===== config.mk =====
export PLATFORM = sky130hd
export DESIGN_NAME = three_wire_serial_io_mode
export DESIGN_NICKNAME = d
export VERILOG_FILES = /design/src/logic/three_wire_sio_pkg.sv /design/src/logic/serial_clock_divider.sv /design/src/logic/three_wire_serial_io_mode.sv
export VERILOG_INCLUDE_DIRS = /design/src /design/src/logic
export SDC_FILE = /design/constraint.sdc
export NUM_CORES = 1
export LEC_CHECK = 0
export BUFFER_PORTS_ARGS = -buffer_cell sky130_fd_sc_hd__buf_4
export CAP_MARGIN = 40
export CORE_UTILIZATION = 25
export CTS_CLUSTER_SIZE = 40
export DETAILED_ROUTE_END_ITERATION = 8
export GPL_ROUTABILITY_DRIVEN = 0
export PLACE_DENSITY = 0.41
export SYNTH_ARGS = -nofsm -noshare
export SYNTH_HDL_FRONTEND = slang
export SYNTH_SLANG_ARGS = --single-unit

===== constraint.sdc =====
create_clock -name clk_sys_i -period 3.78 [get_ports clk_sys_i]
set_clock_uncertainty 0.2 [all_clocks]
set_input_delay 0.567 -clock clk_sys_i [delete_from_list [all_inputs] [get_ports clk_sys_i]]
set_output_delay 0.567 -clock clk_sys_i [all_outputs]
set_load 0.005 [all_outputs]

===== src/logic/three_wire_sio_defines.svh =====
// constants for the three-wire clocked serial block: register indexes, fields, reset values
`ifndef THREE_WIRE_SIO_DEFINES_SVH
`define THREE_WIRE_SIO_DEFINES_SVH

// register indexes; byte address is four times the index
`define ASYNC_FRAME_CONFIG_IDX   16'hff70
`define SYNC_SERIAL_MODE_IDX     16'hff72
`define BAUD_DIVIDER_SELECT_IDX  16'hff73
`define SHIFT_DATA_IDX           16'hff74
`define SERIAL_STATUS_IDX        16'hff75
`define PORT_DIRECTION_IDX       16'hff76

// reset values
`define ASYNC_FRAME_CONFIG_RST   8'h00
`define SYNC_SERIAL_MODE_RST     8'h00
`define BAUD_DIVIDER_SELECT_RST  8'h00
`define PORT_DIRECTION_RST       8'h00
`define SHIFT_DATA_RST           8'h00

// sync_serial_mode fields
`define SERIAL_OP_ENABLE_BIT     7
`define FIRST_BIT_SELECT_BIT     2
`define SERIAL_CLOCK_SOURCE_BIT  1
`define SYNC_SERIAL_MODE_MASK    8'h86

// async_frame_config fields
`define TX_ENABLE_BIT            7
`define RX_ENABLE_BIT            6
`define PARITY_SEL_HIGH_BIT      5
`define PARITY_SEL_LOW_BIT       4
`define CHAR_LENGTH_BIT          3
`define STOP_LENGTH_BIT          2
`define ASYNC_FRAME_CONFIG_MASK  8'hfc

// baud_divider_select fields
`define BAUD_DIVIDER_SELECT_MASK 8'h0f
`define SRC_CLK_SEL_MAX          4'h7

// port_direction_reg field: 1 makes the clock pin an input
`define CLOCK_PIN_INPUT_BIT      0
`define PORT_DIRECTION_MASK      8'h01

// serial status fields
`define STATUS_BUSY_BIT          0
`define STATUS_CLOCK_LEVEL_BIT   1

// transfer length in bits
`define BITS_PER_TRANSFER        4'h8

// divider counter width; half period is 2^n cycles, n at most 8
`define DIV_COUNT_W              9

// ahb encodings
`define HTRANS_NONSEQ_BIT        1
`define HRESP_OKAY               1'b0

`endif


===== src/logic/three_wire_sio_pkg.sv =====
// types shared by the three-wire clocked serial block
package three_wire_sio_pkg;

  typedef enum logic [0:0] {
    ST_IDLE  = 1'b0,
    ST_SHIFT = 1'b1
  } xfer_state_t;

endpackage

===== src/logic/serial_clock_divider.sv =====
// baud rate generator: half-period ticks of the internal serial clock
`timescale 1ns/1ps
`include "three_wire_sio_defines.svh"

module serial_clock_divider (
  input  wire logic       clk_sys_i,
  input  wire logic       rst_n_i,
  input  wire logic       run_i,
  input  wire logic [3:0] src_clk_sel_i,
  output logic            half_tick_o
);

  logic [`DIV_COUNT_W-1:0] count;
  logic [`DIV_COUNT_W-1:0] half_last;
  logic [3:0]              sel_eff;

  // half period is 2^n cycles with n = code + 1, so the full period is 2^(n+1)
  function automatic logic [`DIV_COUNT_W-1:0] half_period_last(input logic [3:0] code);
    logic [`DIV_COUNT_W-1:0] one;
    one = {{(`DIV_COUNT_W-1){1'b0}}, 1'b1};
    half_period_last = (one << (code + 4'h1)) - one;
  endfunction

  // prohibited codes are clamped to the slowest legal rate rather than left undefined
  assign sel_eff   = (src_clk_sel_i > `SRC_CLK_SEL_MAX) ? `SRC_CLK_SEL_MAX : src_clk_sel_i;
  assign half_last = half_period_last(sel_eff);

  // counter restarts whenever the generator is stopped so each frame starts clean
  always_ff @(posedge clk_sys_i) begin
    if (!rst_n_i || !run_i) begin
      count       <= '0;
      half_tick_o <= 1'b0;
    end else if (count == half_last) begin
      count       <= '0;
      half_tick_o <= 1'b1;
    end else begin
      count       <= count + {{(`DIV_COUNT_W-1){1'b0}}, 1'b1};
      half_tick_o <= 1'b0;
    end
  end

endmodule


===== src/logic/three_wire_serial_io_mode.sv =====
// three-wire clocked serial i/o block with its ahb-lite register slave
`timescale 1ns/1ps
`include "three_wire_sio_defines.svh"

// Functional notes
// reset clears sync mode, async config and baud divider registers to zero
// enable bit 7 of sync mode: 0 disables, 1 enables three-wire operation
// clock source bit: 0 external clock pin, 1 internal baud generator
// bit 2 of sync mode: 0 shifts MSB first, 1 shifts LSB first
// software writes zero to sync mode bits 0 and 3 to 6
// software halts any transfer before changing the operating mode
// software keeps async config at zero while three-wire mode runs
// async config: tx enable bit 7, rx enable bit 6, two-bit parity field
// async config: char length and stop length bits; bits 0 and 1 zero
// divider codes 0 to 7 select main clock over 2^n, n 1 to 8
// internal serial clock frequency is main clock over 2^(n+1)
// software never writes the baud divider during a transfer
// external clock needs no divider; software sets port direction bit 0
// each transfer moves exactly eight bits, full duplex, one per clock period
// shift registers move on falling clock edge; output latch drives serial out; here rx_shift_reg shifts on the rising edge instead
// serial input is captured on each rising clock edge
// after the eighth bit shifting stops and the done request is raised
// tx write starts only if enabled and clock idle or high after previous byte
// setting enable after writing tx data does not start a transfer
// between transfers serial out keeps the last bit shifted out
// done request is one system-clock pulse with receive buffer already valid
module three_wire_serial_io_mode (
  input  wire logic        clk_sys_i,
  input  wire logic        rst_n_i,
  // ahb-lite slave
  input  wire logic        hsel_i,
  input  wire logic [31:0] haddr_i,
  input  wire logic [1:0]  htrans_i,
  input  wire logic        hwrite_i,
  input  wire logic [2:0]  hsize_i,
  input  wire logic [31:0] hwdata_i,
  input  wire logic        hready_i,
  output logic      [31:0] hrdata_o,
  output logic             hreadyout_o,
  output logic             hresp_o,
  // serial clock pin, split into its three signals
  input  wire logic        serial_clock_pin_i,
  output logic             serial_clock_pin_o,
  output logic             serial_clock_pin_oe_o,
  // serial data pins
  output logic             serial_out_pin_o,
  input  wire logic        serial_in_pin_i,
  // transfer complete request
  output logic             transfer_done_irq_o
);

  // register state
  logic [7:0] sync_serial_mode;
  logic [7:0] async_frame_config;
  logic [7:0] baud_divider_select;
  logic [7:0] port_direction_reg;
  logic [7:0] tx_shift_reg;
  logic [7:0] rx_shift_reg;
  logic [7:0] rx_buffer_reg;

  // bus capture
  logic        wr_pending;
  logic [15:0] wr_index;
  logic        addr_phase;
  logic [15:0] addr_index;
  logic        wr_valid;

  // transfer engine
  three_wire_sio_pkg::xfer_state_t state;
  logic [3:0] bit_count;
  logic       sck_out;
  logic       sck_prev;
  logic       ext_fall;
  logic       ext_rise;
  logic       int_tick;
  logic       int_fall;
  logic       int_rise;
  logic       do_fall;
  logic       do_rise;
  logic       last_rise;
  logic       tx_write;
  logic       start_ok;
  logic       start_xfer;

  // decoded controls
  logic       op_enable;
  logic       clk_internal;
  logic       lsb_first;

  assign op_enable    = sync_serial_mode[`SERIAL_OP_ENABLE_BIT];
  assign clk_internal = sync_serial_mode[`SERIAL_CLOCK_SOURCE_BIT];
  assign lsb_first    = sync_serial_mode[`FIRST_BIT_SELECT_BIT];

  // ------------------------------------------------------------------
  // ahb-lite slave: zero wait states, always OKAY
  // ------------------------------------------------------------------

  // byte address is four times the register index; low two bits ignored
  function automatic logic [15:0] word_index(input logic [31:0] addr);
    word_index = addr[17:2];
  endfunction

  assign addr_phase  = hsel_i && hready_i && htrans_i[`HTRANS_NONSEQ_BIT];
  assign addr_index  = word_index(haddr_i);
  assign hreadyout_o = 1'b1;
  assign hresp_o     = `HRESP_OKAY;
  assign wr_valid    = wr_pending;

  // remember a write address phase so the data phase knows its target
  always_ff @(posedge clk_sys_i) begin
    if (!rst_n_i) begin
      wr_pending <= 1'b0;
      wr_index   <= 16'h0000;
    end else begin
      wr_pending <= addr_phase && hwrite_i;
      wr_index   <= addr_index;
    end
  end

  // read data is latched at the address phase; a read right behind a write
  // to the same register returns the value from before that write
  always_ff @(posedge clk_sys_i) begin
    if (!rst_n_i) begin
      hrdata_o <= 32'h0000_0000;
    end else if (addr_phase && !hwrite_i) begin
      unique case (addr_index)
        `ASYNC_FRAME_CONFIG_IDX:  hrdata_o <= {24'h00_0000, async_frame_config};
        `SYNC_SERIAL_MODE_IDX:    hrdata_o <= {24'h00_0000, sync_serial_mode};
        `BAUD_DIVIDER_SELECT_IDX: hrdata_o <= {24'h00_0000, baud_divider_select};
        `SHIFT_DATA_IDX:          hrdata_o <= {24'h00_0000, rx_buffer_reg};
        `SERIAL_STATUS_IDX:       hrdata_o <= {30'h0000_0000, sck_out, (state == three_wire_sio_pkg::ST_SHIFT)};
        `PORT_DIRECTION_IDX:      hrdata_o <= {24'h00_0000, port_direction_reg};
        default:                  hrdata_o <= 32'h0000_0000;
      endcase
    end
  end

  // ------------------------------------------------------------------
  // configuration registers
  // ------------------------------------------------------------------

  // reserved bits are masked so they read back zero whatever software writes
  always_ff @(posedge clk_sys_i) begin
    if (!rst_n_i) begin
      sync_serial_mode <= `SYNC_SERIAL_MODE_RST;
    end else if (wr_valid && wr_index == `SYNC_SERIAL_MODE_IDX) begin
      sync_serial_mode <= hwdata_i[7:0] & `SYNC_SERIAL_MODE_MASK;
    end
  end

  // frame format of the async mode; stored only, unused while three-wire runs
  always_ff @(posedge clk_sys_i) begin
    if (!rst_n_i) begin
      async_frame_config <= `ASYNC_FRAME_CONFIG_RST;
    end else if (wr_valid && wr_index == `ASYNC_FRAME_CONFIG_IDX) begin
      async_frame_config <= hwdata_i[7:0] & `ASYNC_FRAME_CONFIG_MASK; // see
    end
  end

  // divider code; a write mid-transfer takes effect at once and upsets timing
  always_ff @(posedge clk_sys_i) begin
    if (!rst_n_i) begin
      baud_divider_select <= `BAUD_DIVIDER_SELECT_RST;
    end else if (wr_valid && wr_index == `BAUD_DIVIDER_SELECT_IDX) begin
      baud_divider_select <= hwdata_i[7:0] & `BAUD_DIVIDER_SELECT_MASK;
    end
  end

  // clock pin direction; bit 0 high releases the pin for an external clock
  always_ff @(posedge clk_sys_i) begin
    if (!rst_n_i) begin
      port_direction_reg <= `PORT_DIRECTION_RST;
    end else if (wr_valid && wr_index == `PORT_DIRECTION_IDX) begin
      port_direction_reg <= hwdata_i[7:0] & `PORT_DIRECTION_MASK;
    end
  end

  // ------------------------------------------------------------------
  // serial clock sources
  // ------------------------------------------------------------------

  // internal generator runs only while a transfer is under way
  serial_clock_divider u_divider (
    .clk_sys_i     (clk_sys_i),
    .rst_n_i       (rst_n_i),
    .run_i         (state == three_wire_sio_pkg::ST_SHIFT && clk_internal),
    .src_clk_sel_i (baud_divider_select[3:0]),
    .half_tick_o   (int_tick)
  );

  // pin level one cycle back, for edge detection of the external clock
  always_ff @(posedge clk_sys_i) begin
    if (!rst_n_i) begin
      sck_prev <= 1'b1;
    end else begin
      sck_prev <= serial_clock_pin_i;
    end
  end

  assign ext_fall = sck_prev && !serial_clock_pin_i;
  assign ext_rise = !sck_prev && serial_clock_pin_i;
  assign int_fall = int_tick && sck_out;
  assign int_rise = int_tick && !sck_out;

  // only the selected source moves the shifter, and only during a transfer
  assign do_fall   = (state == three_wire_sio_pkg::ST_SHIFT) &&
                     (clk_internal ? int_fall : ext_fall);
  assign do_rise   = (state == three_wire_sio_pkg::ST_SHIFT) &&
                     (clk_internal ? int_rise : ext_rise);
  assign last_rise = do_rise && (bit_count == `BITS_PER_TRANSFER - 4'h1);

  // internal clock output idles high; drives the pin only when it is master
  always_ff @(posedge clk_sys_i) begin
    if (!rst_n_i || !op_enable) begin
      sck_out <= 1'b1;
    end else if (state == three_wire_sio_pkg::ST_IDLE) begin
      sck_out <= 1'b1;
    end else if (clk_internal && int_tick) begin
      sck_out <= !sck_out;
    end
  end

  assign serial_clock_pin_o    = sck_out;
  assign serial_clock_pin_oe_o = op_enable && clk_internal &&
                                 !port_direction_reg[`CLOCK_PIN_INPUT_BIT];

  // ------------------------------------------------------------------
  // transfer start and sequencing
  // ------------------------------------------------------------------

  assign tx_write = wr_valid && wr_index == `SHIFT_DATA_IDX;

  // start is judged at the write itself; a later enable never starts it
  assign start_ok   = op_enable && (state == three_wire_sio_pkg::ST_IDLE) &&
                      (clk_internal || serial_clock_pin_i); // see
  assign start_xfer = tx_write && start_ok;

  // clearing the enable aborts a frame without a done request
  always_ff @(posedge clk_sys_i) begin
    if (!rst_n_i || !op_enable) begin
      state <= three_wire_sio_pkg::ST_IDLE;
    end else if (start_xfer) begin
      state <= three_wire_sio_pkg::ST_SHIFT;
    end else if (last_rise) begin
      state <= three_wire_sio_pkg::ST_IDLE;
    end
  end

  // rising edges counted; the eighth one ends the frame
  always_ff @(posedge clk_sys_i) begin
    if (!rst_n_i || start_xfer) begin
      bit_count <= 4'h0;
    end else if (do_rise) begin
      bit_count <= bit_count + 4'h1;
    end
  end

  // ------------------------------------------------------------------
  // data path
  // ------------------------------------------------------------------

  // transmit register: loaded by software even when no start follows, shifted on falls
  always_ff @(posedge clk_sys_i) begin
    if (!rst_n_i) begin
      tx_shift_reg <= `SHIFT_DATA_RST;
    end else if (tx_write && state == three_wire_sio_pkg::ST_IDLE) begin
      tx_shift_reg <= hwdata_i[7:0];
    end else if (do_fall) begin
      tx_shift_reg <= lsb_first ? {1'b0, tx_shift_reg[7:1]}
                                : {tx_shift_reg[6:0], 1'b0}; // see
    end
  end

  // output latch holds its bit until the next fall, also across frames
  always_ff @(posedge clk_sys_i) begin
    if (!rst_n_i) begin
      serial_out_pin_o <= 1'b0;
    end else if (do_fall) begin
      serial_out_pin_o <= lsb_first ? tx_shift_reg[0] : tx_shift_reg[7]; // see
    end
  end

  // receive shift follows the same bit order as the transmit side
  always_ff @(posedge clk_sys_i) begin
    if (!rst_n_i) begin
      rx_shift_reg <= `SHIFT_DATA_RST;
    end else if (do_rise) begin
      rx_shift_reg <= lsb_first ? {serial_in_pin_i, rx_shift_reg[7:1]}
                                : {rx_shift_reg[6:0], serial_in_pin_i};
    end
  end

  // buffer takes the complete byte, including the bit sampled on the last rise
  always_ff @(posedge clk_sys_i) begin
    if (!rst_n_i) begin
      rx_buffer_reg <= `SHIFT_DATA_RST;
    end else if (last_rise) begin
      rx_buffer_reg <= lsb_first ? {serial_in_pin_i, rx_shift_reg[7:1]}
                                 : {rx_shift_reg[6:0], serial_in_pin_i};
    end
  end

  // done request: one cycle, same edge that loads the buffer
  always_ff @(posedge clk_sys_i) begin
    if (!rst_n_i) begin
      transfer_done_irq_o <= 1'b0;
    end else begin
      transfer_done_irq_o <= last_rise; // see
    end
  end

endmodule


==> After elaboration in Yosys (flattened, before gate mapping) <==
Cells that the tools add are included.
{ "totals": {"register_bits": 106, "latchBits": 0, "mem_bits_rw": 0, "rom_bits": 0, "elab_cells": 90, "n_memories": 0} }
{ "op_classes": {"add_sub_neg": 4, "mul": 0, "n_div": 0, "n_lt_le_gt_ge": 1, "eq_ne": 13, "shift": 1, "mux": 12, "bitwise": 1, "reduce_logical": 40} }
{ "ops": {"columns": ["cell", "count"], "rows": [
  ["16-bit equality test, second input constant", 11],
  ["8-bit case mux with 6 select lines", 1],
  ["8-bit two-way mux", 4],
  ["1-bit logical AND", 24],
  ["9-bit by 1-bit adder with 9-bit output, second input constant", 1],
  ["9-bit equality test", 1],
  ["1-bit by 4-bit left shift with 9-bit output, first input constant", 1],
  ["9-bit by 1-bit subtractor with 9-bit output, second input constant", 1],
  ["4-bit by 1-bit adder with 4-bit output, second input constant", 2],
  ["1-bit zero test", 8],
  ["1-bit two-way mux", 6],
  ["4-bit by 3-bit equality test with 1-bit output, second input constant", 1],
  ["4-bit by 3-bit > comparator with 1-bit output, second input constant", 1],
  ["1-bit logical OR", 4],
  ["4-bit two-way mux", 1],
  ["2-bit nonzero test", 2],
  ["2-bit OR reduction", 2],
  ["1-bit NOT", 1]
]} }

==> Depth between registers and ports, before layout <==
Gate-level depths: netlist (run 1).
{ "depth": {"depth_word": 7, "mapped_depth": 8} }

==> Hierarchy <==
A second synthesis (run 1) with hierarchy kept.
{ "unflattened": {"cells_unflattened": 420, "hier_area_um2": 4105.2} }
{ "by_module_without_submodules": {"columns": ["module", "n_inst", "cells_per_inst", "area_each_um2", "seq_area_each_um2"], "rows": [
  ["three_wire_serial_io_mode", 1, 340, 3393.3, 1441.4],
  ["serial_clock_divider", 1, 80, 711.9, 200.2]
]} }

==> Worst setup path before layout (run 1) <==
No wires, ideal clock.
{ "synth_timing": {"path_type": "flip-flop to flip-flop", "startpoint": "register baud_divider_select[1]", "endpoint": "register u_divider.half_tick_o", "arrival_time_ns": 2.513, "setup_slack_ns": 1.005, "path_stages_with_launch": 8, "n_path_buf": 0, "period_less_slack_ns": 2.775, "cell_sequence": "dfxtp_1 or4_1 ha_1 nor4bb_1 o21bai_2 a311o_1 nor4_4 and4_1"} }
{ "synth_via": {"elab_chain_len": 7} }
{ "synth_rtl": {"columns": ["element", "line", "source"], "rows": [
  ["start: declaration", "three_wire_serial_io_mode.sv:55", "logic [7:0] baud_divider_select;"],
  ["start signal: assignment", "three_wire_serial_io_mode.sv:163", "baud_divider_select <= `BAUD_DIVIDER_SELECT_RST;"],
  ["start signal: assignment", "three_wire_serial_io_mode.sv:165", "baud_divider_select <= hwdata_i[7:0] & `BAUD_DIVIDER_SELECT_MASK;"],
  ["4-bit by 3-bit > comparator with 1-bit output (no source line)", null, null],
  ["4-bit two-way mux (*)", "serial_clock_divider.sv:25", "assign sel_eff = (src_clk_sel_i > `SRC_CLK_SEL_MAX) ? `SRC_CLK_SEL_MAX : src_clk_sel_i;"],
  ["4-bit by 1-bit adder with 4-bit output (*)", "serial_clock_divider.sv:21", "half_period_last = (one << (code + 4'h1)) - one;"],
  ["1-bit by 4-bit left shift with 9-bit output (*)", "serial_clock_divider.sv:21", null],
  ["9-bit by 1-bit subtractor with 9-bit output (*)", "serial_clock_divider.sv:21", null],
  ["9-bit equality test (*)", "serial_clock_divider.sv:33", "end else if (count == half_last) begin"],
  ["1-bit two-way mux (*)", "serial_clock_divider.sv:33", null],
  ["end signal: assignment", "serial_clock_divider.sv:32", "half_tick_o <= 1'b0;"],
  ["end signal: assignment", "serial_clock_divider.sv:35", "half_tick_o <= 1'b1;"],
  ["end signal: assignment", "serial_clock_divider.sv:38", "half_tick_o <= 1'b0;"],
  ["end: declaration", "serial_clock_divider.sv:10", "output logic half_tick_o"]
]} }
Mark *: on every way between the ends. The rest lies on a longest branch, timed or not.
A chain may end at the register's enable or synchronous reset.

==> Worst setup path in the final report (run 1) <==
Ends and elaborated chain as after synthesis.

==> flow_metrics.tcl, run 1 <==
set metrics [dict create \
    antenna_found_initial 0 \
    maxCapViolCount 0 \
    fillerInstances 1550 \
    yosysSeqAreaShare_pct 42.9 \
    diodes 0 \
    grt_pass1_vias 2785 \
    status "complete, but fails checks" \
    hold_viol 0 \
    start_util_pct 25.9 \
    cts_max_level 3 \
    crit_slowest_cell "or4_1" \
    fin_cells 634 \
    reg.largest.list "wr_index: 16 flops, u_divider.count: 9 flops" \
    worst_pin_slew_ns 0.703 \
    syn_avg_cell_area_sq_um 9.26 \
    dpl.hpwl_mm 6.47 \
    cts_inserted_buffers 9 \
    grt_max_degree 41 \
    crit_type "flip-flop to flip-flop" \
    routedWlPerCell_microns 14.2 \
    synth_ff_type "dfxtp_1" \
    port_buffers 43 \
    timing.final.ws_setup_ns 0.551 \
    slowest_delay_ns 0.58 \
    regArea_sq_um 1640 \
    syn_inst 413 \
    pre_cts_slack_ns 0.535 \
    clkTransAtPathRegs_ns 0.06 \
    finalCriticalPeriod_ns 3.23 \
    cts.repair.resized 0 \
    overflow 0 \
    worstPathMaxFanout 12 \
    die_h_microns 126 \
    timing.rr.end "u_divider.half_tick_o" \
    cpLargestDelayFamily "simple AND/OR/NAND/NOR gates" \
    violations "design-rule violations" \
    netlist_area_sq_um 3820 \
    hp-start "haddr_i[15]" \
    fp.dieW_microns 126 \
    groute.usage.overall_pct 11.6 \
    r2r_slack_ns 0.55 \
    io_pins 114 \
    max_freq_mhz 310 \
    synth-seq-cells 82 \
    relSlewSlack_pct 53.1 \
    yosysWarnings 0 \
    clkSinkCount 82 \
    finalSetupTns_ns 0 \
    via_count 2916 \
    synthToLayoutAreaGrowth_pct 17.3 \
    placedCellCount 620 \
    synth.distinct_cells 56 \
    tritoncts "built" \
    cts_hold_buf 0 \
    drv_slew 0 \
    rr_startpoint "baud_divider_select[1]" \
    crit_chain "or4_1 > ha_1 > nor4bb_1 > o21bai_2 > a311o_1 > nor4_4 > and4_1" \
    whs_path_depth 2 \
    final_nets 526 \
    multi_input_area_sq_um 1950 \
    core_sq_um 14800 \
    ant_nets 0 \
    wirelength_mm 9.03 \
    reg2reg_depth 7 \
    clock_latency_ns 0.34 \
    clk_path_buf_depth 2 \
    dr.pass1.iters 6 \
    power.density_nw_per_um2 396 \
    postCtsSetupRepairBufs 0 \
    row_count 44 \
    p_leak_nw 1.72 \
    start_kind "flip-flop" \
    avgViaCountPerCell 4.60 \
    period_share_pct 85.4 \
    drtIter0Drc 162 \
    root_buffer "clkbuf_16" \
    drc 4 \
    synthArstFlopShare_pct 0 \
    largest_reg_flops 16 \
    crit_arrival_ns 3.31 \
    synth-edff-count 0 \
    place_area_sq_um 4210 \
    cp-end-kind "flip-flop" \
    die_area_sq_um 15800 \
    required_ns 3.87 \
    crit_buf_inv 0 \
    holdPathEnd "wr_index[13]" \
    grt_setup_unrepaired "no" \
    grt_pass1_wl_mm 14.2 \
    min_path_type "input port to flip-flop" \
    setup_violations 0 \
    drive_gt1_share_pct 15.8 \
    final_area_sq_um 4490 \
    top_register "wr_index" \
    ir_drop_v 0.000219 \
]
[Yosys cell counts, drive strengths merged, types with 8 or more instances]
cell type	instances	area (sq um)
and2	17	106
buf	33	241
a21oi	12	60.1
dfxtp	82	1640
a211oi	17	128
mux2i	36	360
nor3	8	40.0
nand2	30	113
o21ai	9	45.0
clkbuf	16	60.1
nor2	45	169
xor2	10	87.6
nand3	8	40.0
inv	8	30.0
[cell families after synthesis]
logic type      count (synthesis)  share of synthesized area, %
compound gates                 65                          11.9
xor+xnor                       14                          3.21
fa+ha+maj                       3                         0.981
buf+inv                        57                          8.67
flops                          82                          42.9
mux                            40                          10.6
other cells                     2                         0.196
simple gates                  150                          21.6
[power breakdown]
group	leakage [nW]	switching, W	internal (W)
clock network	0.137	0.000333	0.000490
logic	0.917	0.0000409	0.0000335
registers	0.665	0.00000391	0.000874
[worst max-delay path by stage]
stage | startpoint | endpoint | slack [ns] | depth (start not counted)
2_1_floorplan | baud_divider_select[1] | u_divider.half_tick_o | 1.01 | 7
3_3_place_gp | baud_divider_select[1] | u_divider.half_tick_o | 0.64 | 7
3_5_place_dp | baud_divider_select[1] | u_divider.half_tick_o | 0.53 | 7
4_1_cts | baud_divider_select[1] | u_divider.half_tick_o | 0.53 | 7
5_1_grt | baud_divider_select[1] | u_divider.half_tick_o | 0.32 | 7
6_report | baud_divider_select[1] | u_divider.half_tick_o | 0.55 | 7
[layout make-up]
type | count | area share (%)
Clock buffer | 12 | 5.94
Inverter | 8 | 0.669
Timing Repair Buffer | 47 | 8.03
Multi-Input combinational cell | 299 | 43.4
Sequential cell | 82 | 36.6
Tap cell | 184 | 5.13
Clock inverter | 2 | 0.279
[placed cells by master, fill, tap and decap left out, types with 7 or more instances in the layout]
cell type and instances:
dfxtp_1 82, buf_4 46, nor2_1 45, mux2i_1 36, nand2_1 30, conb_1 27
and2_1 17, a211oi_1 17, a21oi_1 12, xor2_1 10, o21ai_0 9, clkbuf_16 9
inv_1 8, nand3_1 8, nor3_1 8, o211ai_1 7, nand4_1 7
[metal layers]
metal	vias up	share of wire [%]	track usage [%]
met5	-	0	0
met4	0	1.5	4.09
met3	10	4.8	3.57
met2	59	46	18.7
met1	1378	48	14.7
li1	1469	-	-
[stage by stage]
step	hold WS [ns]	total power [W]	utilization [%]
2_1_floorplan	0.240	0.000950	-
3_3_place_gp	0.253	0.000972	28.4
3_5_place_dp	0.259	0.000972	28.5
4_1_cts	0.226	0.00181	30.4
5_1_grt	0.230	0.00185	30.4
6_report	0.241	0.00178	30.4
(Power assumes the default switching activity.)
==> inputs of run 2 (changes only) <==
--- a/config.mk
+++ b/config.mk
@@ -8,11 +8,13 @@
 export LEC_CHECK = 0
 export BUFFER_PORTS_ARGS = -buffer_cell sky130_fd_sc_hd__buf_4
 export CAP_MARGIN = 40
+export CELL_PAD_IN_SITES_DETAIL_PLACEMENT = 0
+export CELL_PAD_IN_SITES_GLOBAL_PLACEMENT = 1
 export CORE_UTILIZATION = 25
 export CTS_CLUSTER_SIZE = 40
 export DETAILED_ROUTE_END_ITERATION = 8
 export GPL_ROUTABILITY_DRIVEN = 0
-export PLACE_DENSITY = 0.41
+export PLACE_DENSITY = 0.52
 export SYNTH_ARGS = -nofsm -noshare
 export SYNTH_HDL_FRONTEND = slang
 export SYNTH_SLANG_ARGS = --single-unit
==> constraint.sdc (replaced) <==
create_clock -name clk_sys_i -period 4.1 [get_ports clk_sys_i]
set_clock_uncertainty 0.2 [all_clocks]
set_input_delay 0.615 -clock clk_sys_i [delete_from_list [all_inputs] [get_ports clk_sys_i]]
set_output_delay 0.615 -clock clk_sys_i [all_outputs]
set_load 0.005 [all_outputs]
==> run 2 against run 1 <==
  * The run still ends with design-rule violations left
  * Hold slack improved by 0.020 ns
  * Final cell count increased by 0.47%
  * Combinational power down 7.7%
  * Largest cell class unchanged
  * Sequential share of layout area decreased by 0.17 points
==> flow_metrics.tcl, run 2 (synthesis gave the netlist of run 1 again) <==
set metrics [dict create \
    grt_setup_unrepaired "no" \
    start_kind "flip-flop" \
    violations "design-rule violations" \
    cts_inserted_buffers 9 \
    die_h_microns 126 \
    grt_pass1_wl_mm 15.0 \
    top_register "wr_index" \
    cts.repair.resized 0 \
    fp.dieW_microns 126 \
    switching_share_pct 22.0 \
    met2_usage_pct 18.8 \
    drive_gt1_share_pct 16.1 \
    cts_hold_buf 0 \
    avgViaCountPerCell 4.54 \
    finalCriticalPeriod_ns 3.16 \
    largest_reg_flops 16 \
    grt_pass1_vias 2832 \
    crit_type "flip-flop to flip-flop" \
    status "complete, but fails checks" \
    power.density_nw_per_um2 364 \
    p_int_w 0.00128 \
    via_count 2895 \
    cts_max_level 3 \
    wirelength_mm 8.86 \
    min_path_type "flip-flop to flip-flop" \
    overflow 0 \
    dr.pass1.iters 6 \
    met1_usage_pct 16.4 \
    cp-end-kind "flip-flop" \
    multi_input_area_sq_um 1950 \
    relSlewSlack_pct 55.3 \
    grt_max_degree 42 \
    synthToLayoutAreaGrowth_pct 17.9 \
    p_leak_nw 1.73 \
    power_w 0.00164 \
    p_sw_w 0.000362 \
    clkPwrFrac_pct 46.5 \
    holdPathEnd "hrdata_o[7]" \
    clk_path_buf_depth 2 \
    tritoncts "built" \
    final_cell_mix "82 x dfxtp_1, 46 x buf_4, 45 x nor2_1" \
    core_sq_um 14800 \
    rr_startpoint "baud_divider_select[1]" \
    final_nets 527 \
    period_share_pct 77.1 \
    port_buffers 43 \
    ant_nets 0 \
    dpl.hpwl_mm 6.43 \
    diodes 0 \
    crit_arrival_ns 3.24 \
    pwr-share-seq_pct 49.3 \
    timing.rr.end "u_divider.half_tick_o" \
    whs_path_depth 2 \
    regArea_sq_um 1640 \
    clkTransAtPathRegs_ns 0.06 \
    maxCapViolCount 0 \
    groute.usage.overall_pct 12.1 \
    r2r_slack_ns 0.94 \
    fillerInstances 1568 \
    root_buffer "clkbuf_16" \
    drv_slew 0 \
    hp-start "hrdata_o[7]" \
    antenna_found_initial 0 \
    worst_pin_slew_ns 0.670 \
    hold_viol 0 \
    use_met3_pct 3.14 \
    worstPathMaxFanout 12 \
    postCtsSetupRepairBufs 0 \
    reg2reg_depth 7 \
    clock_latency_ns 0.34 \
    power_frac_comb_pct 4.2 \
    drtIter0Drc 118 \
    routedWlPerCell_microns 13.9 \
    clkSinkCount 82 \
    max_freq_mhz 316 \
    setup_violations 0 \
    finalSetupTns_ns 0 \
    busiest_layer "met2" \
    io_pins 114 \
    required_ns 4.18 \
    reg.largest.list "wr_index: 16 flops, u_divider.count: 9 flops" \
    row_count 44 \
    layout_commonest_cell "dfxtp_1" \
    start_util_pct 25.9 \
    die_area_sq_um 15800 \
    drc 5 \
    ir_drop_v 0.000197 \
]
## run 2: final cells by class
cell class,count,area share (%)
clock buffers,12,5.69
clock inverters,4,0.583
flip-flops and latches,82,36.4
well taps,184,5.11
inverters,8,0.666
multi-input cells,299,43.2
repair buffers,48,8.38
## run 2: worst max path at each step
stage	slack (ns)	startpoint	to	cells past startpoint
floorplan	1.33	baud_divider_select[1]	u_divider.half_tick_o	7
global placement	0.92	baud_divider_select[1]	u_divider.half_tick_o	7
detailed placement	0.92	baud_divider_select[1]	u_divider.half_tick_o	7
CTS	0.90	baud_divider_select[1]	u_divider.half_tick_o	7
global route	0.62	baud_divider_select[2]	u_divider.half_tick_o	7
finish	0.94	baud_divider_select[1]	u_divider.half_tick_o	7
## run 2: per-stage QoR
| stage | std cells | util, % | setup slack, ns | hold slack (ns) | instance area [sq um] |
|---|---|---|---|---|---|
| after floorplan | 438 | - | 1.33 | 0.240 | 3920 |
| after global placement | 619 | 28.4 | 0.917 | 0.250 | 4190 |
| after detailed placement | 621 | 28.6 | 0.916 | 0.256 | 4230 |
| after CTS | 637 | 30.6 | 0.898 | 0.270 | 4510 |
| after global routing | 637 | 30.6 | 0.616 | 0.275 | 4510 |
| final | 637 | 30.6 | 0.939 | 0.262 | 4510 |
## run 2: power groups by stage
stage,Clock (W),Sequential (W),Combinational [W]
floorplan,0,0.000826,0.0000502
global placement,0,0.000827,0.0000696
detailed placement,0,0.000827,0.0000699
CTS,0.000798,0.000809,0.0000701
global route,0.000834,0.000810,0.0000769
finish,0.000763,0.000809,0.0000687
## run 2: worst max-delay path, stage by stage, from the launching register on
cell and delay (ns):
dfxtp_1 0.44, or4_1 0.57, ha_1 0.28, nor4bb_1 0.34, o21bai_2 0.12, a311o_1 0.35
nor4_4 0.54, and4_1 0.26
## run 2: layer usage
| layer | vias up | part of all wire [%] | wire length, microns |
|---|---|---|---|
| met4 | 0 | 0.98 | 87 |
| met3 | 10 | 4.1 | 367 |
| met2 | 49 | 46 | 4050 |
| met1 | 1353 | 49 | 4360 |
| li1 | 1483 | - | - |
| met5 | - | 0 | 0 |
==> inputs of run 3 (changes only) <==
==> constraint.sdc (replaced) <==
create_clock -name clk_sys_i -period 3.2 [get_ports clk_sys_i]
set_clock_uncertainty 0.2 [all_clocks]
set_input_delay 0.48 -clock clk_sys_i [delete_from_list [all_inputs] [get_ports clk_sys_i]]
set_output_delay 0.48 -clock clk_sys_i [all_outputs]
set_load 0.005 [all_outputs]
==> run 3 against run 2 <==
  * The run still ends with design-rule violations left
  * First-iteration DRC count shrank 6.8%
  * Sequential share of layout area shrank 0.23 points
  * Clock-buffer cell count is the same
  * Critical endpoint unchanged
  * Core utilization grew 0.20 points
  * Critical path depth grew 1
  * Sequential power grew 29%
  * Total power grew 29%
  * Worst setup slack lost 0.61 ns
  * Final cell count grew 0.78%
  * Via count grew 1.4%
  * Register-to-register slack lost 0.61 ns
==> flow_metrics.tcl, run 3 (synthesis gave the netlist of run 1 again) <==
set metrics [dict create \
    status "complete, but fails checks" \
    violations "design-rule violations" \
    layout_commonest_cell "dfxtp_1" \
    fillerInstances 1565 \
    finalCriticalPeriod_ns 2.87 \
    clk_path_buf_depth 2 \
    grt_pass1_wl_mm 14.7 \
    cts_hold_buf 0 \
    drv_slew 0 \
    top_register "wr_index" \
    final_nets 532 \
    pwr-share-seq_pct 49.1 \
    clock_latency_ns 0.33 \
    die_area_sq_um 15800 \
    worstPathMaxFanout 9 \
    relSlewSlack_pct 57.6 \
    grt_max_degree 41 \
    grt_setup_unrepaired "no" \
    routedWlPerCell_microns 14.2 \
    dpl.hpwl_mm 6.52 \
    io_pins 114 \
    dr.pass1.iters 9 \
    overflow 0 \
    max_freq_mhz 348 \
    wirelength_mm 9.09 \
    core_sq_um 14800 \
    power_w 0.00211 \
    crit_type "flip-flop to flip-flop" \
    postCtsSetupRepairBufs 0 \
    row_count 44 \
    required_ns 3.28 \
    drc 5 \
    switching_share_pct 21.5 \
    start_util_pct 25.9 \
    root_buffer "clkbuf_16" \
    ant_nets 0 \
    grt_pass1_vias 2869 \
    worst_pin_slew_ns 0.630 \
    port_buffers 43 \
    setup_violations 0 \
    drive_gt1_share_pct 17.2 \
    p_int_w 0.00166 \
    final_cell_mix "82 x dfxtp_1, 53 x buf_4, 45 x nor2_1" \
    synthToLayoutAreaGrowth_pct 18.6 \
    clkPwrFrac_pct 46.7 \
    drtIter0Drc 110 \
    die_h_microns 126 \
    p_leak_nw 1.75 \
    cts.repair.resized 0 \
    p_sw_w 0.000453 \
    via_count 2936 \
    clkTransAtPathRegs_ns 0.06 \
    hold_viol 0 \
    start_kind "flip-flop" \
    power_frac_comb_pct 4.2 \
    tritoncts "built" \
    fp.dieW_microns 126 \
    cts_inserted_buffers 9 \
    largest_reg_flops 16 \
    crit_arrival_ns 2.95 \
    cp-end-kind "flip-flop" \
    finalSetupTns_ns 0 \
    cts_max_level 3 \
    placedCellCount 626 \
    reg.largest.list "wr_index: 16 flops, u_divider.count: 9 flops" \
    antenna_found_initial 0 \
    groute.usage.overall_pct 12.0 \
    maxCapViolCount 0 \
    power.density_nw_per_um2 465 \
    min_path_type "input port to flip-flop" \
    fin_cells 642 \
    clkSinkCount 82 \
    period_share_pct 89.7 \
    avgViaCountPerCell 4.57 \
    diodes 0 \
    ir_drop_v 0.000310 \
]
## run 3: cell type report
class / instances / area (sq um) / share of cell area, %
multi-input combinational: 299 / 1950 / 42.9
sequential: 82 / 1640 / 36.2
timing repair buffer: 53 / 398 / 8.77
clock buffer: 12 / 267 / 5.87
tap: 184 / 230 / 5.07
inverter: 8 / 30.0 / 0.662
clock inverter: 4 / 25.0 / 0.552
## run 3: final timing paths
| check | slack, ns | to | cells past startpoint | startpoint |
|---|---|---|---|---|
| min reg2reg | 0.26 | hrdata_o[3] | 2 | hrdata_o[3] |
| min | 0.16 | wr_index[15] | 2 | haddr_i[17] |
| max reg2reg | 0.33 | u_divider.half_tick_o | 8 | baud_divider_select[0] |
| max | 0.33 | u_divider.half_tick_o | 8 | baud_divider_select[0] |
## run 3: per-layer routing
layer | vias to the layer above | track usage, % | part of all wire (%)
li1 | 1490 | - | -
met1 | 1385 | 14.8 | 48
met2 | 51 | 19.9 | 47
met3 | 10 | 3.53 | 4.0
met4 | 0 | 3.87 | 1.2
met5 | - | 0 | 0
## run 3: stage by stage
stage | area (sq um) | hold slack [ns] | util [%] | setup WS, ns
global placement | 4250 | 0.252 | 28.8 | 0.335
CTS | 4540 | 0.144 | 30.7 | 0.310
detailed placement | 4250 | 0.252 | 28.8 | 0.308
floorplan | 3920 | 0.240 | - | 0.425
finish | 4540 | 0.158 | 30.7 | 0.329
global route | 4540 | 0.144 | 30.7 | 0.205
## run 3: critical path, cell delays in order (launching register included)
cell and delay, ns:
dfxtp_1 0.30, or4_1 0.55, ha_1 0.29, nor4bb_1 0.33, o21bai_2 0.13, a311o_1 0.36
nor4_4 0.26, buf_4 0.20, and4_1 0.19
## run 3: power groups by stage
stage / logic (W) / registers (W) / clock network (W)
2_1_floorplan: 0.0000643 / 0.00106 / 0
3_3_place_gp: 0.0000883 / 0.00106 / 0
3_5_place_dp: 0.0000888 / 0.00106 / 0
4_1_cts: 0.0000893 / 0.00104 / 0.00103
5_1_grt: 0.0000974 / 0.00104 / 0.00107
6_report: 0.0000877 / 0.00104 / 0.000986
